File: config.mk
export PLATFORM = sky130hd
export DESIGN_NAME = power_mode_control
export DESIGN_NICKNAME = d
export VERILOG_FILES = /design/src/design/power_mode_pkg.sv /design/src/design/power_mode_control.sv
export SDC_FILE = /design/constraint.sdc
export NUM_CORES = 1
export LEC_CHECK = 0
export ABC_AREA = 1
export BUFFER_PORTS_ARGS = -buffer_cell sky130_fd_sc_hd__buf_2
export CORE_UTILIZATION = 55
export CTS_CLUSTER_SIZE = 8
export DETAILED_ROUTE_END_ITERATION = 10
export PLACE_DENSITY = 0.83
export SETUP_SLACK_MARGIN = 0.5
export SLEW_MARGIN = 30
export SYNTH_ARGS = -nofsm -noshare
export SYNTH_HDL_FRONTEND = slang
export SYNTH_SLANG_ARGS = --single-unit
File: constraint.sdc
create_clock -name mclk_i -period 3.15 [get_ports mclk_i]
set_input_delay 0.63 -clock mclk_i [delete_from_list [all_inputs] [get_ports mclk_i]]
set_output_delay 0.63 -clock mclk_i [all_outputs]
set_load 0.05 [all_outputs]
File: src/design/power_mode_pkg.sv
package power_mode_pkg;
  localparam logic [2:0] RATIO_RESET = 3'h0;
  localparam logic REDUCED_RESET = 1'b0;
  // oscillator start-up delay, in oscillator periods
  localparam int OSC_START_PERIODS = 1024;
  localparam logic [10:0] OSC_START_CYCLES = 11'(OSC_START_PERIODS);
  // extra regulator settle time on wake, in ns
  localparam int REG_SETTLE_NS = 2000;
  localparam int CLK_PERIOD_NS = 20;
  localparam logic [10:0] REG_SETTLE_CYCLES =
    11'((REG_SETTLE_NS + CLK_PERIOD_NS - 1) / CLK_PERIOD_NS);
  localparam logic [7:0] PHASE_RESET = 8'h00;
endpackage

File: src/design/power_mode_control.sv
`timescale 1ns/1ps
// Functional notes
// - reduced rate runs one cycle in N
// - code 001 runs one, skips three
// - peripheral clock runs at full rate
// - ratio codes 000..111 give 1:2..1:256
// - irq entry copies enable to resume bit
// - recover clear keeps reduced rate in isr
// - recover set clears enable on irq
// - irq return sets enable from resume bit
// - sleep goes full sleep or idle by select
// - sleep entry clears watchdog counter
// - sleep entry clears powerdown, sets expired
// - sleep stops cpu and system clocks
// - sleep holds io drive state
// - reset wakes by reset, others continue
// - enabled irq wakes regardless of global
// - wake runs prefetched, then isr if global
// - every wake clears watchdog counter
// - pending irq with global off makes sleep a no-op
// - late irq completes sleep, wakes at once
// - regulator low-power in sleep, longer wake
// - idle halts cpu, peripherals keep running
// - any irq ends idle, select kept
// - watchdog in idle wakes, not resets
module power_mode_control
  import power_mode_pkg::*;
(
  input wire logic mclk_i,
  input wire logic reset_i,
  input wire logic sleep_exec_i,
  input wire logic irq_pending_i,
  input wire logic global_irq_enable_i,
  input wire logic irq_entry_i,
  input wire logic irq_return_i,
  input wire logic watchdog_timeout_i,
  input wire logic crystal_mode_i,
  input wire logic ctrl_write_i,
  input wire logic halt_select_wr_i,
  input wire logic reduced_rate_enable_wr_i,
  input wire logic recover_on_irq_wr_i,
  input wire logic resume_slow_on_exit_wr_i,
  input wire logic [2:0] ratio_wr_i,
  input wire logic regulator_lowpower_sel_i,
  input wire logic [7:0] io_drive_i,
  output logic cpu_run_o,
  output logic periph_clk_en_o,
  output logic sys_clk_en_o,
  output logic clock_out_en_o,
  output logic watchdog_clear_o,
  output logic watchdog_reset_o,
  output logic isr_branch_o,
  output logic regulator_lowpower_o,
  output logic [7:0] io_hold_o,
  output logic io_hold_en_o,
  output logic halt_select_o,
  output logic reduced_rate_enable_o,
  output logic recover_on_irq_o,
  output logic resume_slow_on_exit_o,
  output logic [2:0] ratio_o,
  output logic powerdown_flag_o,
  output logic watchdog_expired_flag_o,
  output logic [1:0] mode_o
);

  // ****************************************
  // mode state
  // ****************************************
  typedef enum logic [3:0] {
    ST_RUN = 4'h1,
    ST_SLEEP = 4'h2,
    ST_IDLE = 4'h4,
    ST_WAKE = 4'h8
  } mode_e;

  mode_e state_reg, state_next;
  logic halt_reg, halt_next;
  logic rr_reg, rr_next;
  logic roi_reg, roi_next;
  logic doe_reg, doe_next;
  logic [2:0] ratio_reg, ratio_next;
  logic [7:0] phase_reg, phase_next;
  logic [10:0] wait_reg, wait_next;
  logic pd_reg, pd_next;
  logic to_reg, to_next;
  logic wdclr_reg, wdclr_next;
  logic wdrst_reg, wdrst_next;
  logic isr_reg, isr_next;
  logic isr_pend_reg, isr_pend_next;
  logic [7:0] hold_reg, hold_next;
  logic cpu_reg, cpu_next;
  logic [7:0] ratio_mask;

  // ratio code n gives 1:2^(n+1)
  always_comb
  begin
    ratio_mask = 8'(({1'b0, 8'hFF} >> (3'h7 - ratio_reg)) & 9'h0FF);
  end

  always_comb
  begin
    state_next = state_reg;
    halt_next = halt_reg;
    rr_next = rr_reg;
    roi_next = roi_reg;
    doe_next = doe_reg;
    ratio_next = ratio_reg;
    phase_next = phase_reg + 8'h01;
    wait_next = wait_reg;
    pd_next = pd_reg;
    to_next = to_reg;
    wdclr_next = 1'b0;
    wdrst_next = 1'b0;
    isr_next = 1'b0;
    isr_pend_next = isr_pend_reg;
    hold_next = hold_reg;
    if (ctrl_write_i)
    begin
      halt_next = halt_select_wr_i;
      rr_next = reduced_rate_enable_wr_i;
      roi_next = recover_on_irq_wr_i;
      doe_next = resume_slow_on_exit_wr_i;
      ratio_next = ratio_wr_i;
      phase_next = PHASE_RESET;
    end
    if (irq_entry_i)
    begin
      doe_next = rr_next;
      if (roi_next && rr_next)
        rr_next = 1'b0;
    end
    if (irq_return_i)
    begin
      rr_next = doe_next;
      phase_next = PHASE_RESET;
    end
    case (state_reg)
      ST_RUN:
      begin
        if (watchdog_timeout_i)
          wdrst_next = 1'b1;
        if (sleep_exec_i && !(irq_pending_i && !global_irq_enable_i))
        begin
          // pending irq with global off leaves all unchanged
          wdclr_next = 1'b1;
          pd_next = 1'b0;
          to_next = 1'b1;
          hold_next = io_drive_i;
          state_next = halt_next ? ST_IDLE : ST_SLEEP;
        end
      end
      ST_SLEEP, ST_IDLE:
      begin
        if (irq_pending_i || watchdog_timeout_i)
        begin
          wdclr_next = 1'b1;
          isr_pend_next = irq_pending_i && global_irq_enable_i;
          if (state_reg == ST_SLEEP)
          begin
            wait_next = (crystal_mode_i ? OSC_START_CYCLES : 11'h000)
              + (regulator_lowpower_sel_i ? REG_SETTLE_CYCLES
                 : 11'h000);
            state_next = ST_WAKE;
          end
          else
          begin
            wait_next = 11'h000;
            state_next = ST_WAKE;
          end
        end
      end
      ST_WAKE:
      begin
        if (wait_reg == 11'h000)
        begin
          isr_next = isr_pend_reg;
          isr_pend_next = 1'b0;
          phase_next = PHASE_RESET;
          state_next = ST_RUN;
        end
        else
          wait_next = wait_reg - 11'h001;
      end
      default:
        state_next = ST_RUN;
    endcase
    // run one cycle per ratio period
    cpu_next = (state_next == ST_RUN)
      && (!rr_next || ((phase_next & ratio_mask) == 8'h00));
  end

  always_ff @(posedge mclk_i)
  begin
    if (reset_i)
    begin
      state_reg <= ST_RUN;
      halt_reg <= 1'b0;
      rr_reg <= REDUCED_RESET;
      roi_reg <= 1'b0;
      doe_reg <= 1'b0;
      ratio_reg <= RATIO_RESET;
      phase_reg <= PHASE_RESET;
      wait_reg <= 11'h000;
      pd_reg <= 1'b1;
      to_reg <= 1'b1;
      wdclr_reg <= 1'b0;
      wdrst_reg <= 1'b0;
      isr_reg <= 1'b0;
      isr_pend_reg <= 1'b0;
      hold_reg <= 8'h00;
      cpu_reg <= 1'b1;
    end
    else
    begin
      state_reg <= state_next;
      halt_reg <= halt_next;
      rr_reg <= rr_next;
      roi_reg <= roi_next;
      doe_reg <= doe_next;
      ratio_reg <= ratio_next;
      phase_reg <= phase_next;
      wait_reg <= wait_next;
      pd_reg <= pd_next;
      to_reg <= to_next;
      wdclr_reg <= wdclr_next;
      wdrst_reg <= wdrst_next;
      isr_reg <= isr_next;
      isr_pend_reg <= isr_pend_next;
      hold_reg <= hold_next;
      cpu_reg <= cpu_next;
    end
  end

  // ****************************************
  // outputs
  // ****************************************
  logic sys_reg, per_reg, cko_reg, reg_lp_reg, hold_en_reg;
  logic [1:0] mode_reg;

  always_ff @(posedge mclk_i)
  begin
    if (reset_i)
    begin
      sys_reg <= 1'b1;
      per_reg <= 1'b1;
      cko_reg <= 1'b1;
      reg_lp_reg <= 1'b0;
      hold_en_reg <= 1'b0;
      mode_reg <= 2'h0;
    end
    else
    begin
      sys_reg <= (state_next != ST_SLEEP);
      per_reg <= (state_next != ST_SLEEP);
      cko_reg <= (state_next != ST_SLEEP);
      reg_lp_reg <= (state_next == ST_SLEEP)
        && regulator_lowpower_sel_i;
      hold_en_reg <= (state_next == ST_SLEEP);
      mode_reg <= (state_next == ST_SLEEP) ? 2'h2
        : (state_next == ST_IDLE) ? 2'h1 : 2'h0;
    end
  end

  assign cpu_run_o = cpu_reg;
  assign periph_clk_en_o = per_reg;
  assign sys_clk_en_o = sys_reg;
  assign clock_out_en_o = cko_reg;
  assign watchdog_clear_o = wdclr_reg;
  assign watchdog_reset_o = wdrst_reg;
  assign isr_branch_o = isr_reg;
  assign regulator_lowpower_o = reg_lp_reg;
  assign io_hold_o = hold_reg;
  assign io_hold_en_o = hold_en_reg;
  assign halt_select_o = halt_reg;
  assign reduced_rate_enable_o = rr_reg;
  assign recover_on_irq_o = roi_reg;
  assign resume_slow_on_exit_o = doe_reg;
  assign ratio_o = ratio_reg;
  assign powerdown_flag_o = pd_reg;
  assign watchdog_expired_flag_o = to_reg;
  assign mode_o = mode_reg;

  // ****************************************
  // checks
  // ****************************************
  // no input that moves the doze phase or the enable
  logic rate_quiet;

  assign rate_quiet = !ctrl_write_i && !irq_return_i && !irq_entry_i
    && !sleep_exec_i;

  hold_level_a: assert property (@(posedge mclk_i) disable iff (reset_i)
    (state_reg == ST_SLEEP) |-> (io_hold_en_o && !clock_out_en_o))
    else $error("io hold off in sleep");
  isr_global_a: assert property (@(posedge mclk_i) disable iff (reset_i)
    (state_reg == ST_SLEEP && irq_pending_i && !global_irq_enable_i)
    |=> !isr_pend_reg)
    else $error("isr armed with global off");
  osc_wait_a: assert property (@(posedge mclk_i) disable iff (reset_i)
    (state_reg == ST_SLEEP && irq_pending_i && crystal_mode_i)
    |=> (wait_reg >= OSC_START_CYCLES))
    else $error("oscillator wait too short");
  sleep_flags_a: assert property (@(posedge mclk_i) disable iff (reset_i)
    (state_reg == ST_RUN && sleep_exec_i && !irq_pending_i)
    |=> (!pd_reg && to_reg && wdclr_reg))
    else $error("sleep entry flags wrong");
  sleep_nop_a: assert property (@(posedge mclk_i) disable iff (reset_i)
    (state_reg == ST_RUN && sleep_exec_i && irq_pending_i
     && !global_irq_enable_i)
    |=> (state_reg == ST_RUN && $stable(pd_reg) && !wdclr_reg))
    else $error("sleep not a no-op");
  sleep_select_a: assert property (@(posedge mclk_i) disable iff (reset_i)
    (state_reg == ST_RUN && sleep_exec_i && !irq_pending_i
     && !ctrl_write_i)
    |=> (state_reg == (halt_reg ? ST_IDLE : ST_SLEEP)))
    else $error("wrong sleep mode");
  wake_clear_a: assert property (@(posedge mclk_i) disable iff (reset_i)
    ((state_reg == ST_SLEEP || state_reg == ST_IDLE) && irq_pending_i)
    |=> wdclr_reg && state_reg == ST_WAKE)
    else $error("wake did not clear watchdog");
  sleep_clock_a: assert property (@(posedge mclk_i) disable iff (reset_i)
    ($past(state_reg) == ST_SLEEP && state_reg == ST_SLEEP)
    |-> !sys_clk_en_o)
    else $error("clock runs in sleep");
  idle_periph_a: assert property (@(posedge mclk_i) disable iff (reset_i)
    (state_reg == ST_IDLE) |-> (periph_clk_en_o && !cpu_run_o))
    else $error("idle clocks wrong");
  idle_wd_a: assert property (@(posedge mclk_i) disable iff (reset_i)
    (state_reg == ST_IDLE && watchdog_timeout_i)
    |=> !watchdog_reset_o)
    else $error("watchdog reset in idle");
  entry_copy_a: assert property (@(posedge mclk_i) disable iff (reset_i)
    (irq_entry_i && !ctrl_write_i && !irq_return_i)
    |=> (doe_reg == $past(rr_reg)))
    else $error("resume bit not copied");
  exit_set_a: assert property (@(posedge mclk_i) disable iff (reset_i)
    (irq_return_i && !irq_entry_i && !ctrl_write_i)
    |=> (rr_reg == $past(doe_reg)))
    else $error("enable not restored");
  ratio_four_a: assert property (@(posedge mclk_i) disable iff (reset_i)
    (cpu_run_o && rr_reg && ratio_reg == 3'h1 && state_reg == ST_RUN
     && rate_quiet) ##1 rate_quiet [*2]
    |-> (!cpu_run_o && !$past(cpu_run_o)) ##1 !cpu_run_o)
    else $error("ratio 1:4 pattern wrong");
endmodule

======== After elaboration in Yosys (flattened, before gate mapping) ========
Index checks and enable logic that the tools add are counted.
storage, ports and cells
  bits in read-only memories .............. 0
  bits in latches ......................... 0
  input port bits ......................... 26
  word-level logic and storage cells ...... 93
  memory bits (writable) .................. 0
  output and inout port bits .............. 28
  memories ................................ 0
  flip-flop bits (word level) ............. 49
operators by class
  magnitude comparators ................... 0
  multiplexer cells ....................... 32
  shift-type cells ........................ 1
  multiply operators ...................... 0
  div/mod/pow operators ................... 0
  reductions and logical operators ........ 21
  equality and inequality tests ........... 11
  add/sub/neg operators ................... 4
  bitwise operators ....................... 4
operators with widths
  kind                                                                   count
  11-bit 2-to-1 mux                                                      4
  8-bit 2-to-1 mux                                                       4
  11-bit one-hot mux with 2 select lines                                 1
  1-bit 2-to-1 mux                                                       14
  4-bit 2-to-1 mux                                                       3
  4-bit one-hot mux with 3 select lines                                  1
  11-bit by 7-bit adder with 11-bit output                               1
  11-bit zero test                                                       1
  11-bit by 1-bit subtractor with 11-bit output (second input constant)  1
  8-bit by 1-bit adder with 8-bit output (second input constant)         1
  8-bit bitwise AND                                                      1
  4-bit by 1-bit == test with 1-bit output (second input constant)       2
  4-bit by 2-bit == test with 1-bit output (second input constant)       2
  4-bit by 3-bit == test with 1-bit output (second input constant)       2
  8-bit zero test                                                        1
  8-bit by 3-bit >> shifter with 8-bit output (first input constant)     1
  7-bit 2-to-1 mux                                                       1
  1-bit logical AND                                                      6
  2-bit != test (second input constant)                                  3
  3-bit AND reduction                                                    2
  2-bit OR reduction                                                     3
  4-bit == test (second input constant)                                  1
  4-bit by 2-bit != test with 1-bit output (second input constant)       1
  1-bit one-hot mux with 2 select lines                                  2
  other kinds (9)                                                        14

======== Longest topological paths before layout ========
  depth after elaboration ................. 9
  mapped depth ............................ 11
  gate-level depth less buffers ........... 11

======== Worst setup path after synthesis ========
OpenSTA, ideal clock, no wires.
  kind .................................... input to register
  start ................................... input port ctrl_write_i
  end ..................................... register reg_lp_reg (netlist: regulator_lowpower_o)
  data arrival time ....................... 1.588 ns
  setup time .............................. 0.062 ns
  cell stages on the path ................. 8
  setup slack ............................. 1.500 ns
  path buffers ............................ 1
  required time ........................... 3.088 ns
  cell sequence ........................... buf_4 > inv_1 > or2_2 > o21ai_0 > inv_1 > o22ai_1 > nand2_2 > nor2_2
on the way
  longest elaborated chain between the ends .. 6
RTL lines
  what                                      RTL line                   RTL
  start: declaration                        power_mode_control.sv:38   input wire logic ctrl_write_i,
  1-bit 2-to-1 mux                          power_mode_control.sv:117  if (ctrl_write_i)
  3-bit 2-to-1 mux                          power_mode_control.sv:149  state_next = halt_next ? ST_IDLE : ST_SLEEP;
  4-bit 2-to-1 mux                          power_mode_control.sv:142  if (sleep_exec_i && !(irq_pending_i && !global_irq_enable_i))
  4-bit one-hot mux with 3 select lines     power_mode_control.sv:137  case (state_reg)
  4-bit by 2-bit == test with 1-bit output  power_mode_control.sv:256  reg_lp_reg <= (state_next == ST_SLEEP)
  1-bit logical AND                         power_mode_control.sv:257  && regulator_lowpower_sel_i;
  end signal: assignment                    power_mode_control.sv:256
  end: declaration                          power_mode_control.sv:237  logic sys_reg, per_reg, cko_reg, reg_lp_reg, hold_en_reg;
Every way passes these cells.
A chain may end at the register's enable or synchronous reset.

======== Final worst setup path ========
  start ................................... register state_reg[2]
  end ..................................... register wait_reg[2]
on the way
  longest elaborated chain between the ends .. 4
  elaborated cells on any way between the ends .. 11
  classes of those cells .................. 5 x eq/ne; 3 x mux; 3 x reduce/logical
RTL lines
  what                                                                                                  RTL line                                              RTL
  start: declaration                                                                                    power_mode_control.sv:76                              mode_e state_reg, state_next;
  start signal: assignment                                                                              power_mode_control.sv:215                             state_reg <= state_next;
  4-bit by 2-bit == test with 1-bit output or 4-bit by 3-bit == test with 1-bit output (tied branches)  power_mode_control.sv:137, power_mode_control.sv:158
  11-bit 2-to-1 mux or 2-bit OR reduction (tied branches)                                               power_mode_control.sv:158, power_mode_control.sv:137
  11-bit 2-to-1 mux (tied with other cells)                                                             power_mode_control.sv:154                             if (irq_pending_i || watchdog_timeout_i)
  11-bit one-hot mux with 2 select lines or 3-bit AND reduction (tied branches)                         --
  end signal: assignment                                                                                power_mode_control.sv:222                             wait_reg <= wait_next;
  end: declaration                                                                                      power_mode_control.sv:83                              logic [10:0] wait_reg, wait_next;
Several ways; a longest one is shown, not always the timed one. The select of a mux whose other input is x is not followed.

==> out/results.tsv <==
stage	metric	value	unit
sta	Worst Setup Slack, final	1.40	ns
cts	CTS tree	yes	
sta	period utilization	0.557	
grt	Total GRT Usage	0.233	
finish	area of the multi-input gates	1090	sq um
floorplanning	io pins	54	
setup_path	worst path cell trace	inv_2 > nand2_1 > nor3_1 > inv_2 > o31ai_2 > a21oi_4 > a21oi_1 > a21oi_1	
grt	vias in the first global route	1866	
place	Port Buffers	52	
drt	Final ANT Viol Nets	0	
grt	Most Crowded Layer GR	met2	
finish	register area	961	sq um
setup_path	crit path max fanout	8	
grt	initial antenna violation count	0	
setup_path	Max stage delay cell, worst path	dfxtp_1	
power	Leak Pwr	0.00126	uW
finish	Diodes inserted	0	
synth	Post-synth top cells	54 x nor2_1, 48 x dfxtp_1, 45 x nand2_1	
finish	Synth-to-Final Area Change	16.2	%
synth	Warnings, synthesis	0	
floorplanning	Core Rows	23	
drt	DR WL/cell	11.4	microns
cts	CTS Buf Count	5	
synth	synthesized instance count	313	
synth	Yosys top cell by area	dfxtp_1	
cts	later-pin clock latency in the skew report	0.30	ns
setup_path	critical path class	register to register	
floorplanning	Die Y	66.6	microns
place	RePlAce Congestion	0.889	
finish	layout cells sized above 1	0.243	
finish	max reg flops	11	
floorplanning	core area	4000	sq um
sta	Relative slew margins	0.627	
synth	EDFF count, synth	0	
place	Post-Place Worst Slack	1.16	ns
sta	setup_tns	0	ns
cts	Root Driver	clkbuf_8	
cts	Max clock buf depth	2	
cts	H-Tree Depth	2	
cts	CTS Hold Buffers Added	0	
synth	synth unique cells	38	
hold_path	Hold WC Path Type	register to register	
grt	GRT met3 Usage	0.0582	
setup_path	Crit path largest cell delay	0.35	ns
drt	First-pass DRT Iterations	4	
grt	M2 GR Usage	0.410	
setup_path	CP bufs+invs	2	
synth	syn_nets	341	
setup_path	WP data arrival	1.93	ns
floorplanning	Initial Util	0.573	
finish	final cell count without fillers	412	
drt	via count	2124	
sta	Setup Skew	0.00821	ns
sta	pins over their slew limit	0	
grt	first-pass GRT wire length	7800	microns
run	Max-Cap Viols	0	
synth	main flop type after synthesis	dfxtp_1	
grt	pin count of the biggest net entering global routing	18	
sta	unrepaired setup endpoints after global routing	false	
setup_path	CP endpoint kind	register	
synth	Area contributors post-synth	dfxtp_1 42%, nor2_1 8.8%, nand2_1 7.4%	
sta	Max Freq	570	MHz
cts	TritonCTS Sinks	48	
synth	most numerous cell in the Yosys netlist	nor2_1	
drt	WL final	4700	microns
place	DP Cell Count	404	
drt	initial DRC count	103	
synth	Seq/Total Area, Yosys	0.419	
cts	clk slew on worst S/H paths	0.09	ns
drt	residual DRC count	0	
sta	post-route minimum period	1.75	ns
floorplanning	Die W	66.6	microns
synth	synthesized flop and latch total	48	
floorplanning	Die ar.	4430	sq um
synth	Synth async-reset ratio	0	
cts	cts repair resizes	0	
finish	fillcell total	359	
power	VDD IR-drop max	0.295	mV
setup_path	CP startpoint kind	register	
setup_path	critical path required time	3.33	ns
place	post-DP HPWL	3650	microns
finish	fin util	0.666	
power	pwr/cell area	533	nW/um^2
drt	vias per cell	5.16	
status	status	finished, final reports clean	
synth	Post-Syn Area	2290	sq um
sta	final hold vios	0	
synth	Yosys top cell area share	0.419	
grt	grt total ovfl	0	
sta	Worst-Margin Slew	0.557	ns
setup_path	family with the most delay on the worst path	compound AO/OA/AOI/OAI gates	
sta	worst hold margin	0.450	ns
grt	met1 usage	0.275	
cts	postcts setup bufs	0	
synth	Avg Inst Size Synth	7.33	sq um
sta	final setup fails	0	
finish	layout net count	389	
-- logic make-up after synthesis --
| kind of cell | share of synthesized area |
|---|---|
| muxes | 0.00436 |
| AOI/OAI and AO/OA | 0.154 |
| and+or+nand+nor | 0.302 |
| adders and majority gates | 0.0109 |
| DFF | 0.419 |
| xor gates and xnor gates | 0.00382 |
| buffers and inverters | 0.104 |
| other | 0.00164 |
-- final timing paths --
| check | slack [ns] | endpoint | cells past startpoint | start |
|---|---|---|---|---|
| max | 1.40 | wait_reg[2] | 8 | state_reg[2] |
| min | 0.45 | powerdown_flag_o | 2 | powerdown_flag_o |
| max reg2reg | 1.40 | wait_reg[2] | 8 | state_reg[2] |
| min reg2reg | 0.45 | powerdown_flag_o | 2 | powerdown_flag_o |
-- report_power, final --
group | leakage (uW) | internal [uW] | switching [uW]
clock | 0.0000614 | 260 | 205
combinational | 0.000803 | 76.2 | 217
sequential | 0.000392 | 642 | 20.5
-- layer usage --
layer	vias to the layer above	wire length [microns]
li1	1105	-
met1	946	2120
met2	66	2210
met3	7	293
met4	0	74
met5	-	0
-- worst reg2reg max path, cell delays in order (launching register included) --
cell and delay, ns:
dfxtp_1 0.35, inv_2 0.09, nand2_1 0.08, nor3_1 0.32, inv_2 0.08, o31ai_2 0.16, a21oi_4 0.17, a21oi_1 0.27
a21oi_1 0.11
-- per-stage QoR --
stage          instance area [sq um]  total power, uW
5_1_grt                         2670             1490
2_1_floorplan                   2290              906
3_5_place_dp                    2540              970
4_1_cts                         2670             1430
6_report                        2670             1420
3_3_place_gp                    2540              965
-- final cells by class --
| class | instances | area share |
|---|---|---|
| clock buffers | 6 | 0.0310 |
| multi-input cells | 211 | 0.411 |
| repair buffers | 53 | 0.100 |
| flip-flops and latches | 48 | 0.361 |
| clock inverters | 2 | 0.0146 |
| inverters | 42 | 0.0592 |
| well taps | 50 | 0.0235 |
-- placed cells by master, fill, tap and decap left out, drive strengths merged --
master   netlist  routed
clkbuf         4       6
nand2         49      49
nor4           4       4
nor3          13      13
nand3b         1       1
nor2          62      62
a21oi         22      22
o22ai          1       1
nand3         13      13
o21bai         3       3
bufinv         0       1
a31oi          2       2
o31ai          2       2
o21ai         25      25
or2            2       2
nand4          4       4
o2111ai        1       1
o211ai         2       2
ha             2       2
inv           41      41
dfxtp         48      48
xor2           1       1
mux2i          1       1
buf            8      53
conb           1       1
clkinv         1       2
Power figures use the tool's default switching activity.
